--- config.mk ---
export PLATFORM = sky130hd
export DESIGN_NAME = asb_core
export DESIGN_NICKNAME = d
export VERILOG_FILES = /design/src/common/asb_pkg.sv /design/src/logic/asb_core.sv /design/src/logic/asb_regfile.sv /design/src/logic/asb_cond.sv
export VERILOG_INCLUDE_DIRS = /design/src /design/src/common
export SDC_FILE = /design/constraint.sdc
export NUM_CORES = 1
export LEC_CHECK = 0
export BUFFER_PORTS_ARGS = -buffer_cell sky130_fd_sc_hd__buf_2
export CORE_MARGIN = 10
export CORE_UTILIZATION = 50
export CTS_BUF_LIST = sky130_fd_sc_hd__clkbuf_8
export CTS_CLUSTER_DIAMETER = 80
export CTS_CLUSTER_SIZE = 16
export DETAILED_ROUTE_END_ITERATION = 8
export PLACE_DENSITY = 0.71
export SLEW_MARGIN = 10
export SYNTH_ARGS = -nofsm -noshare
export SYNTH_HDL_FRONTEND = slang
export SYNTH_SLANG_ARGS = --single-unit
--- constraint.sdc ---
create_clock -name clk_i -period 12.1 [get_ports clk_i]
set_input_delay 0 -clock clk_i [delete_from_list [all_inputs] [get_ports clk_i]]
set_output_delay 0 -clock clk_i [all_outputs]
set_load 0.01 [all_outputs]
--- src/common/asb_cfg.svh ---
// constants for the add, shift, bit-clear and branch execution datapath
`ifndef ASB_CFG_SVH
`define ASB_CFG_SVH
`define ASB_DW 16
`define ASB_BW 8
`define ASB_NIB 4
`define ASB_RF_N 16
`define ASB_RF_AW 4
`define ASB_RD_PORTS 3
`define ASB_PORT_A 0
`define ASB_PORT_B 1
`define ASB_PORT_W0 2
`define ASB_ACCUM_IDX 4'h0
`define ASB_FILE_AW 13
`define ASB_PC_W 23
`define ASB_LIT_W 10
`define ASB_LIT_BYTE_MAX 10'h0FF
`define ASB_SHAMT_W 5
`define ASB_BIT_W 4
`define ASB_BE_WORD 2'h3
`define ASB_BE_BYTE 2'h1
`define ASB_WORD_ZERO 16'h0000
`define ASB_WORD_ONE 16'h0001
`define ASB_BYTE_ZERO 8'h00
`define ASB_TARGET_LSB 1'b0
`endif

--- src/common/asb_pkg.sv ---
// types and helpers shared by the execution datapath modules
`include "asb_cfg.svh"
package asb_pkg;
   typedef enum logic [2:0] {
      sum_op,
      sum_carry_op,
      and_op,
      shift_right_signed_op,
      barrel_shift_op,
      clear_bit_op,
      jump_cond_op
   } asb_op_t;

   // operand forms as the decoder classifies them
   typedef enum logic [2:0] {
      fm_file_f,
      fm_file_accum,
      fm_lit_wide,
      fm_reg_reg,
      fm_reg_short,
      fm_reg_one
   } asb_form_t;

   typedef enum logic [1:0] {
      wd_word,
      wd_byte,
      wd_dword
   } asb_width_t;

   typedef enum logic [4:0] {
      cond_always,
      cond_carry,
      cond_no_carry,
      cond_null,
      cond_not_null,
      cond_neg,
      cond_not_neg,
      cond_wrap,
      cond_no_wrap,
      cond_sgn_ge,
      cond_sgn_gt,
      cond_sgn_lt,
      signed_not_above_cond,
      unsigned_not_below_cond,
      cond_uns_gt,
      cond_uns_lt,
      unsigned_not_above_cond
   } asb_cond_t;

   // overlay new bytes onto an old word under byte enables
   function automatic logic [`ASB_DW-1:0] asb_merge(input logic [`ASB_DW-1:0] old_w,
                                                   input logic [`ASB_DW-1:0] new_w,
                                                   input logic [1:0] be);
      asb_merge = {be[1] ? new_w[`ASB_DW-1:`ASB_BW] : old_w[`ASB_DW-1:`ASB_BW],
                   be[0] ? new_w[`ASB_BW-1:0] : old_w[`ASB_BW-1:0]};
   endfunction
endpackage

--- src/logic/asb_core.sv ---
// execution datapath: add, add with carry, and, arithmetic shifts, bit clear, branches
`timescale 1ns/1ps
`include "asb_cfg.svh"
module asb_core
   import asb_pkg::*;
(
   input wire logic clk_i,
   input wire logic reset_n_i,
   input wire logic issue_valid_i,
   output logic ready_o,
   input wire asb_op_t op_i,
   input wire asb_form_t form_i,
   input wire asb_width_t width_i,
   input wire logic [`ASB_RF_AW-1:0] base_idx_i,
   input wire logic [`ASB_RF_AW-1:0] src_idx_i,
   input wire logic [`ASB_RF_AW-1:0] dst_idx_i,
   input wire logic [`ASB_LIT_W-1:0] lit_i,
   input wire logic [`ASB_BIT_W-1:0] bit_idx_i,
   input wire asb_cond_t cond_i,
   input wire logic [`ASB_PC_W-1:0] target_i,
   input wire logic [`ASB_FILE_AW-1:0] file_addr_i,
   input wire logic [`ASB_DW-1:0] file_data_i,
   output logic file_wr_o,
   output logic [1:0] file_be_o,
   output logic [`ASB_FILE_AW-1:0] file_addr_o,
   output logic [`ASB_DW-1:0] file_wdata_o,
   output logic retire_o,
   output logic illegal_o,
   output logic branch_taken_o,
   output logic [`ASB_PC_W-1:0] branch_target_o,
   output logic arith_out_flag_o,
   output logic half_arith_flag_o,
   output logic msb_set_flag_o,
   output logic signed_wrap_flag_o,
   output logic result_is_null_flag_o
);
   // execute-stage copies of the accepted instruction
   logic ex_valid_q;
   logic ex_bad_q;
   asb_op_t ex_op_q;
   asb_form_t ex_form_q;
   asb_width_t ex_width_q;
   logic [`ASB_RF_AW-1:0] ex_src_q;
   logic [`ASB_RF_AW-1:0] ex_dst_q;
   logic [`ASB_LIT_W-1:0] ex_lit_q;
   logic [`ASB_BIT_W-1:0] ex_bit_q;
   asb_cond_t ex_cond_q;
   logic [`ASB_PC_W-1:0] ex_target_q;
   logic [`ASB_FILE_AW-1:0] ex_faddr_q;
   logic [`ASB_DW-1:0] ex_fdata_q;
   logic c_q, hc_q, n_q, wrap_q, z_q;
   logic [`ASB_RD_PORTS-1:0][`ASB_RF_AW-1:0] rd_addr;
   logic [`ASB_RD_PORTS-1:0][`ASB_DW-1:0] rd_data;
   logic take;

   // issue-side checks: operand form legal for the operation, width, literal range
   wire logic accept = issue_valid_i && ready_o;
   wire logic is_arith = (op_i == sum_op) || (op_i == sum_carry_op) || (op_i == and_op);
   wire logic form_ok = is_arith ? (form_i != fm_reg_one) :
                        (op_i == shift_right_signed_op) ?
                           (form_i inside {fm_file_f, fm_file_accum, fm_reg_one}) :
                        (op_i == barrel_shift_op) ? (form_i inside {fm_reg_reg, fm_reg_short}) :
                        (op_i == clear_bit_op) ? (form_i inside {fm_file_f, fm_reg_one}) :
                        1'b1;
   wire logic lit_bad = (form_i == fm_lit_wide) && (width_i == wd_byte) &&
                        (lit_i > `ASB_LIT_BYTE_MAX);
   // double-word needs register pairs, refused for every operation except the branch
   wire logic width_bad = (op_i != jump_cond_op) && (width_i == wd_dword);
   wire logic issue_bad = !form_ok || lit_bad || width_bad;

   // read ports: base, source (or the literal form's destination), and W0
   assign rd_addr[`ASB_PORT_A] = base_idx_i;
   assign rd_addr[`ASB_PORT_B] = (form_i == fm_lit_wide) ? dst_idx_i : src_idx_i;
   assign rd_addr[`ASB_PORT_W0] = `ASB_ACCUM_IDX;

   wire logic [`ASB_DW-1:0] ra = rd_data[`ASB_PORT_A];
   wire logic [`ASB_DW-1:0] rb = rd_data[`ASB_PORT_B];
   wire logic [`ASB_DW-1:0] rw0 = rd_data[`ASB_PORT_W0];

   // operand selection per form
   wire logic ex_go = ex_valid_q && !ex_bad_q;
   wire logic byte_m = (ex_width_q == wd_byte);
   wire logic file_form = (ex_form_q == fm_file_f) || (ex_form_q == fm_file_accum);
   wire logic [`ASB_DW-1:0] lit_ext = {{(`ASB_DW-`ASB_LIT_W){1'b0}}, ex_lit_q};
   wire logic [`ASB_DW-1:0] short_ext = {{(`ASB_DW-`ASB_SHAMT_W){1'b0}},
                                         ex_lit_q[`ASB_SHAMT_W-1:0]};
   wire logic [`ASB_DW-1:0] op_a = file_form ? ex_fdata_q :
                                   (ex_form_q == fm_lit_wide) ? rb : ra;
   wire logic [`ASB_DW-1:0] op_b = file_form ? rw0 :
                                   (ex_form_q == fm_lit_wide) ? lit_ext :
                                   (ex_form_q == fm_reg_short) ? short_ext : rb;
   wire logic [`ASB_DW-1:0] one_opd = file_form ? ex_fdata_q : rb;
   wire logic cin = (ex_op_q == sum_carry_op) && c_q;

   // adder with carries out of the nibble, byte and word
   wire logic [`ASB_NIB:0] nib_sum = {1'b0, op_a[`ASB_NIB-1:0]} +
                                     {1'b0, op_b[`ASB_NIB-1:0]} + {{`ASB_NIB{1'b0}}, cin};
   wire logic [`ASB_BW:0] low_sum = {1'b0, op_a[`ASB_BW-1:0]} +
                                    {1'b0, op_b[`ASB_BW-1:0]} + {{`ASB_BW{1'b0}}, cin};
   wire logic [`ASB_DW:0] word_sum = {1'b0, op_a} + {1'b0, op_b} +
                                     {{`ASB_DW{1'b0}}, cin};
   wire logic add_c = byte_m ? low_sum[`ASB_BW] : word_sum[`ASB_DW];
   wire logic add_hc = byte_m ? nib_sum[`ASB_NIB] : low_sum[`ASB_BW];

   // sign-extend the working width so the shifts replicate the right bit
   wire logic [`ASB_DW-1:0] one_sx = byte_m ?
      {{`ASB_BW{one_opd[`ASB_BW-1]}}, one_opd[`ASB_BW-1:0]} : one_opd;
   wire logic [`ASB_DW-1:0] base_sx = byte_m ?
      {{`ASB_BW{ra[`ASB_BW-1]}}, ra[`ASB_BW-1:0]} : ra;
   wire logic [`ASB_SHAMT_W-1:0] shamt = (ex_form_q == fm_reg_reg) ?
      rb[`ASB_SHAMT_W-1:0] : ex_lit_q[`ASB_SHAMT_W-1:0];
   wire logic [`ASB_DW-1:0] shr1_res = {one_sx[`ASB_DW-1], one_sx[`ASB_DW-1:1]};
   wire logic [`ASB_DW-1:0] barrel_res = $signed(base_sx) >>> shamt;
   wire logic [`ASB_DW-1:0] clr_res = one_opd & ~(`ASB_WORD_ONE << ex_bit_q);

   // result select and width-masked flag sources
   wire logic [`ASB_DW-1:0] res = (ex_op_q == and_op) ? (op_a & op_b) :
                                  (ex_op_q == shift_right_signed_op) ? shr1_res :
                                  (ex_op_q == barrel_shift_op) ? barrel_res :
                                  (ex_op_q == clear_bit_op) ? clr_res :
                                  word_sum[`ASB_DW-1:0];
   wire logic [`ASB_DW-1:0] res_m = byte_m ? {`ASB_BYTE_ZERO, res[`ASB_BW-1:0]} : res;
   wire logic res_zero = (res_m == `ASB_WORD_ZERO);
   wire logic res_msb = byte_m ? res[`ASB_BW-1] : res[`ASB_DW-1];
   wire logic a_msb = byte_m ? op_a[`ASB_BW-1] : op_a[`ASB_DW-1];
   wire logic b_msb = byte_m ? op_b[`ASB_BW-1] : op_b[`ASB_DW-1];
   wire logic add_wrap = (a_msb == b_msb) && (res_msb != a_msb);

   // which flags each operation may touch
   wire logic is_add = (ex_op_q == sum_op) || (ex_op_q == sum_carry_op);
   wire logic upd_nz = ex_go && (ex_op_q != clear_bit_op) && (ex_op_q != jump_cond_op);
   wire logic upd_c_wrap = ex_go && (is_add || (ex_op_q == shift_right_signed_op));
   wire logic upd_hc = ex_go && is_add;
   wire logic c_d = is_add ? add_c : one_opd[0];
   wire logic wrap_d = is_add ? add_wrap : 1'b0;
   // a carry-in chain may only clear the zero flag, so multiword zero holds
   wire logic z_d = (ex_op_q == sum_carry_op) ? (z_q && res_zero) : res_zero;

   // destination: file register, W0, or a working register
   wire logic is_jump = ex_go && (ex_op_q == jump_cond_op);
   wire logic wr_file = ex_go && !is_jump && (ex_form_q == fm_file_f);
   wire logic rf_we = ex_go && !is_jump && (ex_form_q != fm_file_f);
   wire logic [`ASB_RF_AW-1:0] rf_waddr = (ex_form_q == fm_file_accum) ? `ASB_ACCUM_IDX :
      ((ex_op_q == clear_bit_op) ? ex_src_q : ex_dst_q);
   wire logic [1:0] wbe = byte_m ? `ASB_BE_BYTE : `ASB_BE_WORD;

   // file operand forwarding: the store in execute and the one now on the port
   wire logic fwd_ex = wr_file && (ex_faddr_q == file_addr_i);
   wire logic fwd_port = file_wr_o && (file_addr_o == file_addr_i);
   wire logic [`ASB_DW-1:0] fdata_port = fwd_port ?
      asb_merge(file_data_i, file_wdata_o, file_be_o) : file_data_i;
   wire logic [`ASB_DW-1:0] fdata_d = fwd_ex ? asb_merge(fdata_port, res, wbe) : fdata_port;

   // a taken branch holds issue for its second cycle
   wire logic branch_go = is_jump && take;
   assign ready_o = !branch_go;

   asb_regfile u_rf (
      .clk_i(clk_i),
      .reset_n_i(reset_n_i),
      .we_i(rf_we),
      .waddr_i(rf_waddr),
      .wbe_i(wbe),
      .wdata_i(res),
      .raddr_i(rd_addr),
      .rdata_o(rd_data)
   );

   asb_cond u_cond (
      .cond_i(ex_cond_q),
      .arith_out_flag_i(c_q),
      .msb_set_flag_i(n_q),
      .signed_wrap_flag_i(wrap_q),
      .result_is_null_flag_i(z_q),
      .take_o(take)
   );

   // capture the accepted instruction into execute
   always_ff @(posedge clk_i or negedge reset_n_i) begin
      if (!reset_n_i) begin
         ex_valid_q <= 1'b0;
         ex_bad_q <= 1'b0;
         ex_op_q <= sum_op;
         ex_form_q <= fm_file_f;
         ex_width_q <= wd_word;
         ex_src_q <= `ASB_ACCUM_IDX;
         ex_dst_q <= `ASB_ACCUM_IDX;
         ex_lit_q <= '0;
         ex_bit_q <= '0;
         ex_cond_q <= cond_always;
         ex_target_q <= '0;
         ex_faddr_q <= '0;
         ex_fdata_q <= `ASB_WORD_ZERO;
      end else begin
         ex_valid_q <= accept;
         if (accept) begin
            ex_bad_q <= issue_bad;
            ex_op_q <= op_i;
            ex_form_q <= form_i;
            ex_width_q <= width_i;
            ex_src_q <= src_idx_i;
            ex_dst_q <= dst_idx_i;
            ex_lit_q <= lit_i;
            ex_bit_q <= bit_idx_i;
            ex_cond_q <= cond_i;
            ex_target_q <= target_i;
            ex_faddr_q <= file_addr_i;
            ex_fdata_q <= fdata_d;
         end
      end
   end

   // status flags, each updated only by the operations that own it
   always_ff @(posedge clk_i or negedge reset_n_i) begin
      if (!reset_n_i) begin
         c_q <= 1'b0;
         hc_q <= 1'b0;
         n_q <= 1'b0;
         wrap_q <= 1'b0;
         z_q <= 1'b0;
      end else begin
         if (upd_c_wrap) c_q <= c_d;
         if (upd_c_wrap) wrap_q <= wrap_d;
         if (upd_hc) hc_q <= add_hc;
         if (upd_nz) n_q <= res_msb;
         if (upd_nz) z_q <= z_d;
      end
   end

   // registered outputs: file store, retire, refusal, branch redirect
   always_ff @(posedge clk_i or negedge reset_n_i) begin
      if (!reset_n_i) begin
         file_wr_o <= 1'b0;
         file_be_o <= '0;
         file_addr_o <= '0;
         file_wdata_o <= `ASB_WORD_ZERO;
         retire_o <= 1'b0;
         illegal_o <= 1'b0;
         branch_taken_o <= 1'b0;
         branch_target_o <= '0;
      end else begin
         file_wr_o <= wr_file;
         file_be_o <= wbe;
         file_addr_o <= ex_faddr_q;
         file_wdata_o <= res;
         retire_o <= ex_go;
         illegal_o <= ex_valid_q && ex_bad_q;
         branch_taken_o <= branch_go;
         branch_target_o <= {ex_target_q[`ASB_PC_W-1:1], `ASB_TARGET_LSB};
      end
   end

   assign arith_out_flag_o = c_q;
   assign half_arith_flag_o = hc_q;
   assign msb_set_flag_o = n_q;
   assign signed_wrap_flag_o = wrap_q;
   assign result_is_null_flag_o = z_q;
endmodule

--- src/logic/asb_regfile.sv ---
// sixteen-entry working register array, registered reads with write-through
`timescale 1ns/1ps
`include "asb_cfg.svh"
module asb_regfile
   import asb_pkg::*;
(
   input wire logic clk_i,
   input wire logic reset_n_i,
   input wire logic we_i,
   input wire logic [`ASB_RF_AW-1:0] waddr_i,
   input wire logic [1:0] wbe_i,
   input wire logic [`ASB_DW-1:0] wdata_i,
   input wire logic [`ASB_RD_PORTS-1:0][`ASB_RF_AW-1:0] raddr_i,
   output logic [`ASB_RD_PORTS-1:0][`ASB_DW-1:0] rdata_o
);
   logic [`ASB_DW-1:0] mem_q [`ASB_RF_N];

   // one flop row per entry, byte lanes written independently
   genvar gi;
   generate
      for (gi = 0; gi < `ASB_RF_N; gi++) begin : g_entry
         always_ff @(posedge clk_i or negedge reset_n_i) begin
            if (!reset_n_i) begin
               mem_q[gi] <= `ASB_WORD_ZERO;
            end else if (we_i && (waddr_i == gi[`ASB_RF_AW-1:0])) begin
               mem_q[gi] <= asb_merge(mem_q[gi], wdata_i, wbe_i);
            end
         end
      end
      // write-through so a back-to-back reader sees the word being written
      for (gi = 0; gi < `ASB_RD_PORTS; gi++) begin : g_port
         wire logic hit = we_i && (waddr_i == raddr_i[gi]);
         wire logic [`ASB_DW-1:0] rd_d = hit ? asb_merge(mem_q[raddr_i[gi]], wdata_i, wbe_i)
                                             : mem_q[raddr_i[gi]];
         always_ff @(posedge clk_i or negedge reset_n_i) begin
            if (!reset_n_i) begin
               rdata_o[gi] <= `ASB_WORD_ZERO;
            end else begin
               rdata_o[gi] <= rd_d;
            end
         end
      end
   endgenerate
endmodule

--- src/logic/asb_cond.sv ---
// branch condition evaluation from four of the status flags (carry, negative, overflow, zero)
`timescale 1ns/1ps
`include "asb_cfg.svh"
module asb_cond
   import asb_pkg::*;
(
   input wire asb_cond_t cond_i,
   input wire logic arith_out_flag_i,
   input wire logic msb_set_flag_i,
   input wire logic signed_wrap_flag_i,
   input wire logic result_is_null_flag_i,
   output logic take_o
);
   // signed less-than is negative differing from overflow
   wire logic sgn_lt = msb_set_flag_i ^ signed_wrap_flag_i;
   wire logic c = arith_out_flag_i;
   wire logic z = result_is_null_flag_i;

   // unsigned tests use carry and zero, never the signed pair
   assign take_o = (cond_i == cond_always) ? 1'b1 :
                   (cond_i == cond_carry) ? c :
                   (cond_i == cond_no_carry) ? !c :
                   (cond_i == cond_null) ? z :
                   (cond_i == cond_not_null) ? !z :
                   (cond_i == cond_neg) ? msb_set_flag_i :
                   (cond_i == cond_not_neg) ? !msb_set_flag_i :
                   (cond_i == cond_wrap) ? signed_wrap_flag_i :
                   (cond_i == cond_no_wrap) ? !signed_wrap_flag_i :
                   (cond_i == cond_sgn_ge) ? !sgn_lt :
                   (cond_i == cond_sgn_gt) ? (!sgn_lt && !z) :
                   (cond_i == cond_sgn_lt) ? sgn_lt :
                   (cond_i == signed_not_above_cond) ? (sgn_lt || z) :
                   (cond_i == unsigned_not_below_cond) ? c :
                   (cond_i == cond_uns_gt) ? (c && !z) :
                   (cond_i == cond_uns_lt) ? !c :
                   (cond_i == unsigned_not_above_cond) ? (!c || z) :
                   1'b0;
endmodule

==> out/results.tsv <==
metric	value	unit
status	complete, no violations	
Finished Cell Area	27300	um^2
number of flops mapped to enable cells by yosys	0	
CTS tree	done	
CP startpoint kind	flip-flop	
cts bufs inserted	35	
Remaining DRCs	0	
main flop type after synthesis	dfrtp_1	
Max Cap Viol	0	
Async S/R FF share, synth	1.00	
Clk Latency, worst-skew pair	0.63	ns
worst path bufs/invs	4	
clock network power share	0.144	
commonest cells after routing, fill and taps aside	438 x dfrtp_1, 239 x nand2_1, 223 x mux2_2	
Max Fclk	0.150	GHz
largest net degree at the start of global routing	168	
Slew Viols, Final	0	
yosys warns	0	
Ports	158	
Worst Path Required	12.66	ns
GRT overflow	0	
vias in the first global route	19000	
P_int	3.27	mW
Starting DRT DRC Count	1888	
Initial Utilization	0.503	
setup violators final	0	
final wirelength	75.3	mm
Synth cell types	80	
Die Footprint	58200	um^2
Slowest-stage cell, CP	nor2_1	
initial antenna violation count	3	
Via density	6.36	
Root Buffer	clkbuf_8	
register area share after synthesis	0.448	
Critical Path, Cell by Cell	nor2_4, buf_4, nor2_1, a22o_1, a21o_1, inv_1, fa_1, fa_1, nor2b_1, o31a_1, o21ai_0, or4_1, and4_1, or3_1, inv_1, mux2i_1, o21ai_0, dlygate4sd3_1	
clock tree buffer depth	3	
CP arrival	7.21	ns
first-pass GRT wire length	116	mm
leakage power	11.7	nW
FF-to-FF setup slack	5.45	ns
worst stage delay on the critical path	0.77	ns
GPL Wtd Cong	0.958	
GRT Total Usage	0.260	
Buffers on Ports	155	
Row Count	81	
Slew headroom	0.172	
Routed Antenna Nets	0	
Vias	18900	
# clock sinks	438	
switching power	2.16	mW
sequential share of power	0.446	
syn_nets	2308	
Worst Tran Pin Value	1.24	ns
most common cell after layout, fill and taps aside	dfrtp_1	
Layout Area Growth over Synthesis	11.5	%
Hold WC Path Type	primary input to asynchronous set/reset pin	
drt pass-1 iters	6	
Nets	2450	
mapped cell area	24500	um^2
post-route setup TNS	0	ns
final worst path period need	6.65	ns
Core Footprint	48600	um^2
CTS resizes	0	
Setup Skew	0.0334	ns
crit path max fanout	51	
WS Path Type	flip-flop to flip-flop	
HPWL after DPL	52.4	mm
family with the most delay on the worst path	simple AND/OR/NAND/NOR gates	
Cells after Synth	2196	
combinational share of power	0.410	
maximum vdd drop	0.0000792	V
CP Capture Type	flip-flop	
DP Area	25800	um^2
chip height	241	um
RSZ-0062 raised after global routing	false	
share of post-route cells with drive strength above 1	0.276	
Routed wire per std cell	25.3	um
Post-Syn Area per Cell	11.1	um^2
Yosys reg bits	438	
Clock H-tree levels	2	
Reg clk slew, reported paths	0.10	ns
final hold violation count	0	
Die W	241	um
power density cells	199	nW/um^2
Sw Share	0.398	
final period utilization	0.549	
[logic make-up after synthesis]
kind of cell             count (synthesis)  share of synthesized area
AO/OA/AOI/OAI                          478                      0.119
XOR/XNOR                                41                     0.0147
adder cells (fa/ha/maj)                 18                    0.00982
buffers and inverters                  214                     0.0338
flip-flops                             438                      0.448
multiplexers                           452                      0.271
other                                    2                   0.000307
AND/OR/NAND/NOR                        553                      0.104
[state kept, by name, indices dropped and copies added (netlist names), 10 cells and up]
signal and count:
u_rf.mem_q 256, file_addr_o 13, ex_fdata_q 16, ex_target_q 22, file_wdata_o 16, ex_faddr_q 13, branch_target_o 22, u_rf.rdata_o 32
ex_lit_q 10
[cell usage after synthesis, drive strengths merged, types with 5 or more instances]
cell type,instances,area share
mux2i,83,0.034
a21boi,8,0.0025
xnor2,23,0.0082
nand3,29,0.0059
o21ai,172,0.035
or2,5,0.0013
nor3,33,0.0072
a211oi,27,0.0083
nand3b,5,0.0015
a221oi,6,0.0021
nor3b,7,0.0021
ha,16,0.0082
o31ai,10,0.0031
a21oi,136,0.028
or3,13,0.0033
a22o,10,0.0036
clkbuf,159,0.024
mux2,224,0.10
nand2b,15,0.0038
a21o,11,0.0034
buf,27,0.0052
inv,28,0.0043
mux4,145,0.13
nor2,132,0.021
o22ai,9,0.0023
nor4,9,0.0026
a22oi,5,0.0015
dfrtp,438,0.45
a311oi,7,0.0025
a31oi,13,0.0039
nand4b,7,0.0025
nand4,9,0.0023
nand2,239,0.037
o21a,13,0.0040
nor2b,16,0.0041
and3,6,0.0015
and2,15,0.0038
o211ai,9,0.0028
xor2,18,0.0064
[layer usage]
metal,vias to the layer above,part of all wire,track usage
met5,-,0.00016,0
li1,8330,-,-
met2,868,0.48,0.427
met3,167,0.081,0.0512
met1,9520,0.40,0.340
met4,2,0.034,0.0888
[stage by stage]
stage	power (mW)	utilization	worst slack [ns]	hold WS [ns]	cells
final	5.42	0.561	5.45	0.0392	2971
after floorplan	3.82	-	7.24	-0.296	2196
after CTS	5.39	0.561	5.62	0.0227	2967
after global routing	5.73	0.561	5.15	0.0624	2969
after detailed placement	4.59	0.530	6.09	0.119	2832
after global placement	4.49	0.530	6.19	0.116	2832
[worst register-to-register path, cell delays in order, from the launching register on]
cell           delay (ns)
dfrtp_1              0.71
nor2_4               0.06
buf_4                0.30
nor2_1               0.79
a22o_1               0.27
a21o_1               0.11
inv_1                0.06
fa_1                 0.44
fa_1                 0.49
nor2b_1              0.18
o31a_1               0.25
o21ai_0              0.31
or4_1                0.53
and4_1               0.23
or3_1                0.59
inv_1                0.38
mux2i_1              0.12
o21ai_0              0.19
dlygate4sd3_1        0.58
[path summary, 6_finish.rpt]
check,startpoint,cells after the start,end
worst max-delay path,ex_form_q[1]$_DFFE_PN0P_,18,ex_fdata_q[10]$_DFFE_PN0P_
min in group clk_i,target_i[22],3,ex_target_q[22]$_DFFE_PN0P_
worst max register to register,ex_form_q[1]$_DFFE_PN0P_,18,ex_fdata_q[10]$_DFFE_PN0P_
worst min-delay path,reset_n_i,2,branch_target_o[3]$_DFF_PN0_
max in group asynchronous,reset_n_i,4,u_rf.mem_q[29]$_DFFE_PN0P_
worst min register to register,ex_target_q[5]$_DFFE_PN0P_,0,branch_target_o[5]$_DFF_PN0_
[power groups by stage]
stage / sequential [mW] / clock (mW) / combinational [mW]
finish: 2.42 / 0.779 / 2.23
global route: 2.47 / 0.850 / 2.41
CTS: 2.40 / 0.794 / 2.20
floorplan: 2.25 / 0 / 1.57
detailed placement: 2.43 / 0 / 2.16
global placement: 2.38 / 0 / 2.10
[timing repair]
action | in CTS | in global routing
setup endpoints to repair | 0 | 0
hold endpoints to repair | 197 | 0
buffers inserted | 0 | 0
hold buffers | 91 | 0
[final cells by class]
cell class | count | area (um^2)
inverters | 28 | 105
well taps | 622 | 778
repair buffers | 291 | 2060
multi-input cells | 1544 | 12800
fillers | 3971 | 21400
diodes | 4 | 10.0
clock buffers | 35 | 482
flip-flops and latches | 438 | 11000
clock inverters | 9 | 87.6
No activity file was read; power rests on OpenSTA's default activity.
